$ cat src/core/shp_pkg.sv
package shp_pkg;
  // serial word layout
  localparam int CMD_W        = 16;
  localparam int ADDR_W       = 12;
  localparam int DATA_W       = 16;
  localparam int BITCNT_W     = 4;
  localparam int CMD_RW_BIT   = 15;
  localparam int CMD_AINC_BIT = 12;

  // system clock and link timing
  localparam int CLK_MHZ          = 100;
  localparam int T_WR_GAP_NS      = 37;
  localparam int T_RD_GAP_NS      = 148;
  localparam int T_WR_GAP_UNLK_NS = 445;
  localparam int T_RD_GAP_UNLK_NS = 1187;
  localparam int T_SCLK_PER_NS    = 100;

  function automatic int ns_to_cyc(input int ns);
    int c;
    c = (ns * CLK_MHZ + 999) / 1000;
    return (c < 1) ? 1 : c;
  endfunction

  localparam int GAP_W = 11;
  localparam logic [GAP_W-1:0] WR_GAP_CYC      = GAP_W'(ns_to_cyc(T_WR_GAP_NS));
  localparam logic [GAP_W-1:0] RD_GAP_CYC      = GAP_W'(ns_to_cyc(T_RD_GAP_NS));
  localparam logic [GAP_W-1:0] WR_GAP_UNLK_CYC = GAP_W'(ns_to_cyc(T_WR_GAP_UNLK_NS));
  localparam logic [GAP_W-1:0] RD_GAP_UNLK_CYC = GAP_W'(ns_to_cyc(T_RD_GAP_UNLK_NS));
  localparam int DIV_W = 4;
  localparam logic [DIV_W-1:0] SCLK_HALF_CYC  = DIV_W'(ns_to_cyc(T_SCLK_PER_NS / 2));

  // host controller registers on apb
  localparam int APB_AW = 8;
  localparam logic [APB_AW-1:0] OFS_CTRL   = 8'h00;
  localparam logic [APB_AW-1:0] OFS_TXDATA = 8'h04;
  localparam logic [APB_AW-1:0] OFS_RXDATA = 8'h08;
  localparam logic [APB_AW-1:0] OFS_STATUS = 8'h0C;
  localparam logic [APB_AW-1:0] OFS_CONFIG = 8'h10;
  localparam int CTRL_AINC_BIT = 12;
  localparam int CTRL_RW_BIT   = 15;
  localparam int CTRL_CNT_LSB  = 16;
  localparam int CNT_W         = 8;
  localparam int STAT_BUSY_BIT = 0;
  localparam int STAT_TXF_BIT  = 1;
  localparam int STAT_RXV_BIT  = 2;
  localparam int CFG_LOCK_BIT  = 0;
  localparam int CFG_JTAG_BIT  = 1;
  localparam logic [1:0] CONFIG_RST = 2'h0;
endpackage

$ cat src/core/shp_link_if.sv
`timescale 1ns/100ps
interface shp_link_if;
  logic sclk;
  logic cs_n;
  logic serial_data_in;
  logic serial_data_out;
  logic host_select;

  modport dev (
    input  sclk,
    input  cs_n,
    input  serial_data_in,
    input  host_select,
    output serial_data_out
  );

  modport host (
    output sclk,
    output cs_n,
    output serial_data_in,
    output host_select,
    input  serial_data_out
  );
endinterface

$ cat src/core/shp_host.sv
// Local design decisions: the placing of the registers and register access over APB.
`timescale 1ns/100ps
module shp_host
  import shp_pkg::*;
(
  input  wire logic                       i_clk,
  input  wire logic                       i_rst_b,
  input  wire logic                       i_psel,
  input  wire logic                       i_penable,
  input  wire logic                       i_pwrite,
  input  wire logic [shp_pkg::APB_AW-1:0] i_paddr,
  input  wire logic [31:0]                i_pwdata,
  output logic [31:0]                     o_prdata,
  output logic                            o_pready,
  output logic                            o_pslverr,
  shp_link_if.host                        link
);
  import shp_pkg::*;

  typedef enum logic [4:0] {
    HS_IDLE  = 5'b00001,
    HS_SHIFT = 5'b00010,
    HS_GAP   = 5'b00100,
    HS_END   = 5'b01000,
    HS_HOLD  = 5'b10000
  } shp_host_state_e;

  shp_host_state_e       state;
  logic                  acc;
  logic                  mapped;
  logic                  wr_ev;
  logic                  rd_ev;
  logic                  start;
  logic                  ctrl_rw;
  logic                  ctrl_ainc;
  logic [ADDR_W-1:0]     ctrl_addr;
  logic [CNT_W-1:0]      ctrl_cnt;
  logic [DATA_W-1:0]     txdata;
  logic                  tx_full;
  logic                  tx_take;
  logic [DATA_W-1:0]     rxdata;
  logic                  rx_valid;
  logic                  rx_put;
  logic                  cfg_locked;
  logic                  cfg_jtag;
  logic                  sdo_m;
  logic                  sdo_s;
  logic [CMD_W-1:0]      shreg;
  logic [DATA_W-1:0]     rxsh;
  logic [BITCNT_W-1:0]   bitcnt;
  logic [DIV_W-1:0]      div;
  logic [GAP_W-1:0]      gap;
  logic [CNT_W:0]        words_left;
  logic                  is_cmd;
  logic [GAP_W-1:0]      data_gap;
  logic [GAP_W-1:0]      wr_gap;
  logic                  data_go;
  logic                  half_done;

  assign acc    = i_psel & i_penable;
  assign mapped = (i_paddr == OFS_CTRL) || (i_paddr == OFS_TXDATA) || (i_paddr == OFS_RXDATA)
                  || (i_paddr == OFS_STATUS) || (i_paddr == OFS_CONFIG);
  assign wr_ev  = acc & o_pready & i_pwrite & mapped;
  assign rd_ev  = acc & o_pready & ~i_pwrite & mapped;
  assign start  = wr_ev && (i_paddr == OFS_CTRL) && (state == HS_IDLE);
  assign o_pslverr = acc & o_pready & ~mapped;

  // one wait state: pready and read data registered together
  always_ff @(posedge i_clk or negedge i_rst_b) begin
    if (!i_rst_b) begin
      o_pready <= 1'b0;
      o_prdata <= '0;
    end else begin
      o_pready <= acc & ~o_pready;
      if (acc && !o_pready && !i_pwrite) begin
        case (i_paddr)
          OFS_CTRL:   o_prdata <= {8'h00, ctrl_cnt, ctrl_rw, 2'h0, ctrl_ainc, ctrl_addr};
          OFS_TXDATA: o_prdata <= {16'h0000, txdata};
          OFS_RXDATA: o_prdata <= {16'h0000, rxdata};
          OFS_STATUS: o_prdata <= {29'h0, rx_valid, tx_full, state != HS_IDLE};
          OFS_CONFIG: o_prdata <= {30'h0, cfg_jtag, cfg_locked};
          default:    o_prdata <= '0;
        endcase
      end
    end
  end

  // software registers
  always_ff @(posedge i_clk or negedge i_rst_b) begin
    if (!i_rst_b) begin
      ctrl_rw    <= 1'b0;
      ctrl_ainc  <= 1'b0;
      ctrl_addr  <= '0;
      ctrl_cnt   <= '0;
      txdata     <= '0;
      cfg_locked <= CONFIG_RST[CFG_LOCK_BIT];
      cfg_jtag   <= CONFIG_RST[CFG_JTAG_BIT];
    end else if (wr_ev) begin
      if (start) begin
        ctrl_rw   <= i_pwdata[CTRL_RW_BIT];
        ctrl_ainc <= i_pwdata[CTRL_AINC_BIT];
        ctrl_addr <= i_pwdata[ADDR_W-1:0];
        // without increment exactly one data word follows
        ctrl_cnt  <= i_pwdata[CTRL_AINC_BIT] ? i_pwdata[CTRL_CNT_LSB +: CNT_W] : '0;  // [RULE6]
      end
      if (i_paddr == OFS_TXDATA) begin
        txdata <= i_pwdata[DATA_W-1:0];
      end
      if (i_paddr == OFS_CONFIG) begin
        cfg_locked <= i_pwdata[CFG_LOCK_BIT];
        cfg_jtag   <= i_pwdata[CFG_JTAG_BIT];
      end
    end
  end

  // flags: a set in the same cycle as a clear wins
  always_ff @(posedge i_clk or negedge i_rst_b) begin
    if (!i_rst_b) begin
      tx_full  <= 1'b0;
      rx_valid <= 1'b0;
    end else begin
      if (tx_take) tx_full <= 1'b0;
      if (wr_ev && i_paddr == OFS_TXDATA) tx_full <= 1'b1;
      if (rd_ev && i_paddr == OFS_RXDATA) rx_valid <= 1'b0;
      if (rx_put) rx_valid <= 1'b1;
    end
  end

  always_ff @(posedge i_clk or negedge i_rst_b) begin
    if (!i_rst_b) begin
      sdo_m <= 1'b0;
      sdo_s <= 1'b0;
    end else begin
      sdo_m <= link.serial_data_out;
      sdo_s <= sdo_m;
    end
  end

  assign wr_gap   = cfg_locked ? WR_GAP_CYC : WR_GAP_UNLK_CYC;  // [RULE14] [RULE19]
  assign data_gap = ctrl_rw ? (cfg_locked ? RD_GAP_CYC : RD_GAP_UNLK_CYC)  // [RULE11] [RULE19]
                            : wr_gap;  // [RULE15]
  assign data_go  = (state == HS_GAP) && (gap == '0) && (words_left != '0)
                    && (ctrl_rw ? !rx_valid : tx_full);
  assign tx_take  = data_go && !ctrl_rw;
  assign half_done = (div == SCLK_HALF_CYC - 1'b1);
  assign rx_put   = (state == HS_SHIFT) && half_done && link.sclk && !is_cmd && ctrl_rw
                    && (bitcnt == BITCNT_W'(DATA_W - 1));
  assign link.serial_data_in        = shreg[CMD_W-1];  // [RULE4] [RULE10]
  assign link.host_select = cfg_jtag;

  // serial engine; clock never faster than the 10 MHz ceiling
  always_ff @(posedge i_clk or negedge i_rst_b) begin
    if (!i_rst_b) begin
      state      <= HS_IDLE;
      link.sclk  <= 1'b0;
      link.cs_n  <= 1'b1;
      shreg      <= '0;
      rxsh       <= '0;
      rxdata     <= '0;
      bitcnt     <= '0;
      div        <= '0;
      gap        <= '0;
      words_left <= '0;
      is_cmd     <= 1'b0;
    end else begin
      case (state)
        HS_IDLE: begin
          if (start) begin
            link.cs_n  <= 1'b0;  // [RULE3]
            shreg      <= {i_pwdata[CTRL_RW_BIT], 2'b00, i_pwdata[CTRL_AINC_BIT],
                           i_pwdata[ADDR_W-1:0]};  // [RULE4] [RULE11] [RULE14]
            words_left <= {1'b0, (i_pwdata[CTRL_AINC_BIT] ? i_pwdata[CTRL_CNT_LSB +: CNT_W]
                                                         : CNT_W'(0))} + 1'b1;  // [RULE6]
            is_cmd     <= 1'b1;
            bitcnt     <= '0;
            div        <= '0;
            state      <= HS_SHIFT;
          end
        end
        HS_SHIFT: begin
          div <= half_done ? '0 : div + 1'b1;
          if (half_done) begin
            if (!link.sclk) begin
              link.sclk <= 1'b1;  // [RULE18]
            end else begin
              link.sclk <= 1'b0;
              rxsh      <= {rxsh[DATA_W-2:0], sdo_s};  // [RULE10]
              shreg     <= {shreg[CMD_W-2:0], 1'b0};
              bitcnt    <= bitcnt + 1'b1;
              if (rx_put) begin
                rxdata <= {rxsh[DATA_W-2:0], sdo_s};
              end
              if (bitcnt == BITCNT_W'(CMD_W - 1)) begin
                gap   <= data_gap;
                state <= HS_GAP;
              end
            end
          end
        end
        HS_GAP: begin
          if (gap != '0) begin
            gap <= gap - 1'b1;  // [RULE11] [RULE14] [RULE15]
          end else if (words_left == '0) begin
            gap   <= wr_gap;
            state <= HS_END;
          end else if (data_go) begin
            shreg      <= ctrl_rw ? '0 : txdata;
            words_left <= words_left - 1'b1;
            is_cmd     <= 1'b0;
            bitcnt     <= '0;
            div        <= '0;
            state      <= HS_SHIFT;
          end
        end
        HS_END: begin
          if (gap != '0) begin
            gap <= gap - 1'b1;
          end else begin
            link.cs_n <= 1'b1;  // [RULE3] [RULE13]
            gap       <= wr_gap;
            state     <= HS_HOLD;
          end
        end
        HS_HOLD: begin
          if (gap != '0) begin
            gap <= gap - 1'b1;  // [RULE14]
          end else begin
            state <= HS_IDLE;
          end
        end
        default: begin
          state <= HS_IDLE;
        end
      endcase
    end
  end
endmodule

$ cat src/flat_wrapper.sv
// flat-port wrapper written by rule: the top's interface ports become plain ports
module shp_host_flat import shp_pkg::*;
  (i_clk, i_rst_b, i_psel, i_penable, i_pwrite, i_paddr, i_pwdata, o_prdata, o_pready, o_pslverr, link_sclk, link_cs_n, link_serial_data_in, link_host_select, link_serial_data_out);
  shp_link_if link_i ();
  input  wire logic i_clk;
  input  wire logic i_rst_b;
  input  wire logic i_psel;
  input  wire logic i_penable;
  input  wire logic i_pwrite;
  input  wire logic [shp_pkg::APB_AW-1:0] i_paddr;
  input  wire logic [31:0] i_pwdata;
  output logic [31:0] o_prdata;
  output logic o_pready;
  output logic o_pslverr;
  output wire logic [$bits(link_i.sclk)-1:0] link_sclk;
  output wire logic [$bits(link_i.cs_n)-1:0] link_cs_n;
  output wire logic [$bits(link_i.serial_data_in)-1:0] link_serial_data_in;
  output wire logic [$bits(link_i.host_select)-1:0] link_host_select;
  input wire logic [$bits(link_i.serial_data_out)-1:0] link_serial_data_out;
  assign link_sclk = link_i.sclk;
  assign link_cs_n = link_i.cs_n;
  assign link_serial_data_in = link_i.serial_data_in;
  assign link_host_select = link_i.host_select;
  assign link_i.serial_data_out = link_serial_data_out;
  shp_host u_core (.i_clk(i_clk), .i_rst_b(i_rst_b), .i_psel(i_psel), .i_penable(i_penable), .i_pwrite(i_pwrite), .i_paddr(i_paddr), .i_pwdata(i_pwdata), .o_prdata(o_prdata), .o_pready(o_pready), .o_pslverr(o_pslverr), .link(link_i));
endmodule
$ cat config.mk
export PLATFORM = sky130hd
export DESIGN_NAME = shp_host_flat
export DESIGN_NICKNAME = d
export VERILOG_FILES = /design/src/core/shp_pkg.sv /design/src/core/shp_link_if.sv /design/src/core/shp_host.sv /design/src/flat_wrapper.sv
export SDC_FILE = /design/constraint.sdc
export NUM_CORES = 1
export LEC_CHECK = 0
export BUFFER_PORTS_ARGS = -buffer_cell sky130_fd_sc_hd__buf_2
export CORE_MARGIN = 2
export CORE_UTILIZATION = 30
export CTS_CLUSTER_SIZE = 14
export DETAILED_ROUTE_END_ITERATION = 16
export GPL_ROUTABILITY_DRIVEN = 0
export PLACE_DENSITY_LB_ADDON = 0.05
export SLEW_MARGIN = 20
export SYNTH_ARGS = -nofsm -noshare
export SYNTH_HDL_FRONTEND = slang
export SYNTH_SLANG_ARGS = --single-unit
$ cat constraint.sdc
create_clock -name i_clk -period 5.4 [get_ports i_clk]
set_input_delay 0.54 -clock i_clk [delete_from_list [all_inputs] [get_ports i_clk]]
set_output_delay 0.54 -clock i_clk [all_outputs]
set_load 0.03 [all_outputs]
# Word-level counts from Yosys, hierarchy flattened
# Cells that the tools add are included.
# totals
inputBits	46
elab_cells	170
register_bits	160
# op_classes
add_sub_neg	5
bitwise	11
n_mux	59
n_reduce_logical	47
n_eq_ne	24
# ops
cell	n
24-bit one-hot mux with 5 select lines	1
16-bit two-way mux	7
11-bit two-way mux	8
16-bit one-hot mux with 3 select lines	1
5-bit two-way mux	9
11-bit one-hot mux with 4 select lines	1
9-bit two-way mux	4
4-bit two-way mux	7
5-bit one-hot mux with 5 select lines	1
4-bit one-hot mux with 3 select lines	2
9-bit one-hot mux with 2 select lines	1
8-bit by 4-bit == test with 1-bit output, second input constant	2
1-bit logical AND	15
1-bit two-way mux	12
11-bit zero test	1
11-bit nonzero test	1
11-bit by 1-bit subtractor with 11-bit output, second input constant	1
2-bit by 1-bit != test with 1-bit output, second input constant	5
2-bit != test, second input constant	5
5-bit AND reduction	2
8-bit by 1-bit adder with 9-bit output, second input constant	1
9-bit zero test	1
9-bit nonzero test	1
9-bit by 1-bit subtractor with 9-bit output, second input constant	1
other kinds (31)	56

# Longest topological paths before layout
# logic_depth
depth_word	10
mapped_depth	10
mapped_depth_nobuf	9

# Worst setup path after synthesis
# Ideal clock, no wire load.
# synth_timing
path_kind	in2reg
from	input i_paddr[5] in the netlist's numbering
to	register u_core.shreg[4]
slack_ps	2397
arrival_ps	2876
required_ps	5273
setup_ps	127
n_path_buf	3
stages	9
path_cell_list	or4_4 > or4_4 > buf_6 > or4_4 > buf_6 > a211o_4 > buf_6 > nand2_1 > o21ai_2
# synth_via
elab_chain_cells	10
word_cells_on_any_way	14
classes_between	eq/ne: 5; bitwise: 1; reduce/logical: 8
# synth_rtl
item	line	source
start, declared	flat_wrapper.sv:10	input wire logic [shp_pkg::APB_AW-1:0] i_paddr;
8-bit by 3-bit == test with 1-bit output / 8-bit zero test (equally long branches)	shp_host.sv:61, shp_host.sv:65	
1-bit logical OR (2 in series)	shp_host.sv:61	assign mapped = (i_paddr == OFS_CTRL) || (i_paddr == OFS_TXDATA) || (i_paddr == OFS_RXDATA)
1-bit logical OR (2 in series)	shp_host.sv:62	|| (i_paddr == OFS_STATUS) || (i_paddr == OFS_CONFIG);
1-bit bitwise AND	shp_host.sv:63	assign wr_ev = acc & o_pready & i_pwrite & mapped;
1-bit logical AND (*) (2 in series)	shp_host.sv:65	assign start = wr_ev && (i_paddr == OFS_CTRL) && (state == HS_IDLE);
2-bit by 1-bit != test with 1-bit output (no source line) (*)	--	
7-bit AND reduction (no source line) (*)	--	
end signal, assigned	shp_host.sv:170	shreg <= {i_pwdata[CTRL_RW_BIT], 2'b00, i_pwdata[CTRL_AINC_BIT],
end signal, assigned	shp_host.sv:188	shreg <= {shreg[CMD_W-2:0], 1'b0};
end signal, assigned	shp_host.sv:207	shreg <= ctrl_rw ? '0 : txdata;
end, declared	shp_host.sv:48	logic [CMD_W-1:0] shreg;
# Every way passes the cells marked *; elsewhere a longest branch is shown, timed or not.
# A chain may end at the register's enable or synchronous reset.

# Final worst setup path
# layout_timing
from	input i_paddr[5] in the netlist's numbering
to	register u_core.shreg[13]
# Same word-level chain as after synthesis.

==> impl_metrics.tcl <==
set metrics [dict create \
    p_int_w 0.00228 \
    worstSetupStartpointType "input port" \
    clockBufferDepth 2 \
    syn_inst 691 \
    ant_nets 0 \
    setup_viol 0 \
    leakagePower_nw 4.00 \
    final_cell_mix "150 x dfrtp_1, 80 x nand2_1, 66 x buf_2" \
    max_slew_margin 0.408 \
    cts_root_buf "clkbuf_16" \
    status "finished, final reports clean" \
    tns_ns 0 \
    initial_core_util 0.303 \
    ys_ff_latch 152 \
    grt_max_degree 60 \
    synth_top_family_by_area "compound AO/OA/AOI/OAI gates" \
    wl_per_cell_um 17.6 \
    via_per_inst 5.03 \
    ios 84 \
    yosysTopAreaCell "dfrtp_1" \
    synth_mux_area_frac 0.118 \
    p_sw_w 0.00109 \
    seq_power_share 0.415 \
    fin_util 0.354 \
    max_freq_mhz 333 \
    synthAdderAreaFrac 0.0171 \
    via_count 5446 \
    cts_setup_buffers 0 \
    layout-drive-gt1-share 0.256 \
    grt_pass1_wl_mm 31.4 \
    num_rows 57 \
    synthTopCellsByArea "dfrtp_1 51%, mux2_2 9.7%, nand2_1 4.1%" \
    cts_tree "built" \
    min_period_ns 3.00 \
    clkPwrFrac 0.381 \
    skew_ns 0.0126 \
    fin_total_pwr_w 0.00337 \
    synth_top_area_share 0.512 \
    die_w_um 160 \
    ys.flop_type "dfrtp_1" \
    regToRegStartpoint "u_core.div[0]" \
    peakVddDrop_mv 0.187 \
    ys_seq_area_frac 0.519 \
    grt_use_total 0.155 \
    netlist_area_um2 7330 \
    clock_latency_ns 0.42 \
    post-route-drc-count 0 \
    startpoint "i_paddr[5]" \
    area_growth_pct 16.7 \
    portBuffers 67 \
    htree_levels 4 \
    path_class "input port to register" \
    rsz0062_at_grt "no" \
    fin_nets 801 \
    syn-mean-instance-area_um2 10.6 \
    drv_slew 0 \
    clk_pin_slew_worst_paths_ns 0.07 \
    synth_warnings 0 \
    fin_crit_sh 0.555 \
    cap_violations 0 \
    place_hpwl_mm 13.2 \
    min_path_type "input port to asynchronous set/reset pin" \
    cts_hold_buf 0 \
    drtIter0Drc 329 \
    synth_xor_area_frac 0.0107 \
    core_um2 24200 \
    dr.pass1.iters 7 \
    insertedDiodeCount 0 \
    swShare 0.322 \
    die-area_um2 25700 \
    routed_wl_mm 19.0 \
    async_flop_share 1.00 \
    cp_data_required_time_ns 5.69 \
    synthSimpleGateAreaFrac 0.130 \
    grt_antenna_before_repair 0 \
    synth_edf_count 0 \
    gr-total-overflow 0 \
    cts_buffers 17 \
    end_kind "register" \
    p_per_area_nw_per_um2 394 \
    final_common_cell "dfrtp_1" \
    tightest_slew_ns 0.888 \
    die_h_um 160 \
    clock_sinks 152 \
    cp.arrival_ns 3.29 \
    cts_resized 0 \
    crit_fanout 35 \
    synth_compound_area_frac 0.162 \
    grt_pass1_vias 5710 \
    hold_viol 0 \
    synthDistinctLibCells 58 \
    combPwrFrac 0.205 \
]
[metal layers]
metal  GRT usage  up-vias  share of wire
met5           0        -              0
met1       0.205     2726           0.48
met2       0.262       93           0.49
met4      0.0377        0         0.0061
li1            -     2620              -
met3      0.0318        7          0.028
[metrics by stage]
stage	instances	instance area, um2	hold slack [ns]	setup WS, ns
global route	1082	8560	0.107	2.19
detailed placement	1050	7920	0.356	1.94
finish	1082	8560	0.0694	2.40
floorplan	698	7360	0.244	2.40
CTS	1082	8550	0.0991	2.39
global placement	1050	7920	0.343	1.97
[registers in the layout, indices dropped and copies added, names as in the netlist, 4 cells and up]
| signal | count |
|---|---|
| u_core.state | 5 |
| u_core.gap | 11 |
| u_core.shreg | 16 |
| u_core.ctrl_addr | 12 |
| u_core.txdata | 16 |
| u_core.o_prdata | 24 |
| u_core.words_left | 9 |
| u_core.bitcnt | 4 |
| u_core.ctrl_cnt | 8 |
| u_core.rxsh | 15 |
| u_core.div | 4 |
| u_core.rxdata | 16 |
[worst paths after layout]
check	endpoint	slack [ns]	cells past startpoint
min in group i_clk	u_core.sdo_m	0.23	1
max	u_core.shreg[13]	2.40	7
max in group asynchronous	u_core.ctrl_addr[2]	4.21	2
max reg2reg	u_core.gap[6]	2.50	8
min reg2reg	u_core.sdo_s	0.38	0
min	u_core.gap[7]	0.07	1
[power groups by stage]
stage / Clock, W / Sequential (W) / Combinational (W)
6_report: 0.00128 / 0.00140 / 0.000690
5_1_grt: 0.00137 / 0.00142 / 0.000795
4_1_cts: 0.00132 / 0.00140 / 0.000698
3_5_place_dp: 0 / 0.00141 / 0.000699
3_3_place_gp: 0 / 0.00141 / 0.000677
2_1_floorplan: 0 / 0.00138 / 0.000534
[final cells by class]
| class | instances | area, um2 |
|---|---|---|
| Clock buffer | 18 | 439 |
| Clock inverter | 14 | 188 |
| Fill cell | 2463 | 15600 |
| Inverter | 18 | 67.6 |
| Multi-Input combinational cell | 481 | 3250 |
| Sequential cell | 152 | 3810 |
| Tap cell | 324 | 405 |
| Timing Repair Buffer | 75 | 402 |
[critical path, stage by stage]
cell,delay [ns]
buf_2,0.10
or4_4,0.55
or4_4,0.50
or4_4,0.79
a211o_4,0.58
nand2_1,0.15
o21ai_2,0.06
[cells by family (layout without fill, tap and decap cells)]
logic type / count (synthesis) / count (layout)
AOI/OAI and AO/OA: 176 / 176
buffers and inverters: 65 / 125
other: 1 / 8
muxes: 77 / 77
DFF: 152 / 152
adders and majority gates: 10 / 10
and+or+nand+nor: 201 / 201
xor gates and xnor gates: 9 / 9
[cells in the mapped netlist (7+ instances only)]
cell	n
dfrtp_1	150
nand2_1	80
mux2_2	63
nor2_1	44
a21oi_1	39
o21ai_0	38
clkbuf_1	31
nand3_1	19
inv_1	18
o31ai_1	15
a222oi_1	13
mux2i_1	13
a22o_1	11
nor3_1	11
o21ai_2	11
ha_1	10
buf_4	8
nand4_1	8
o21ai_1	8
o22ai_1	7
Power figures use the tool's default switching activity.
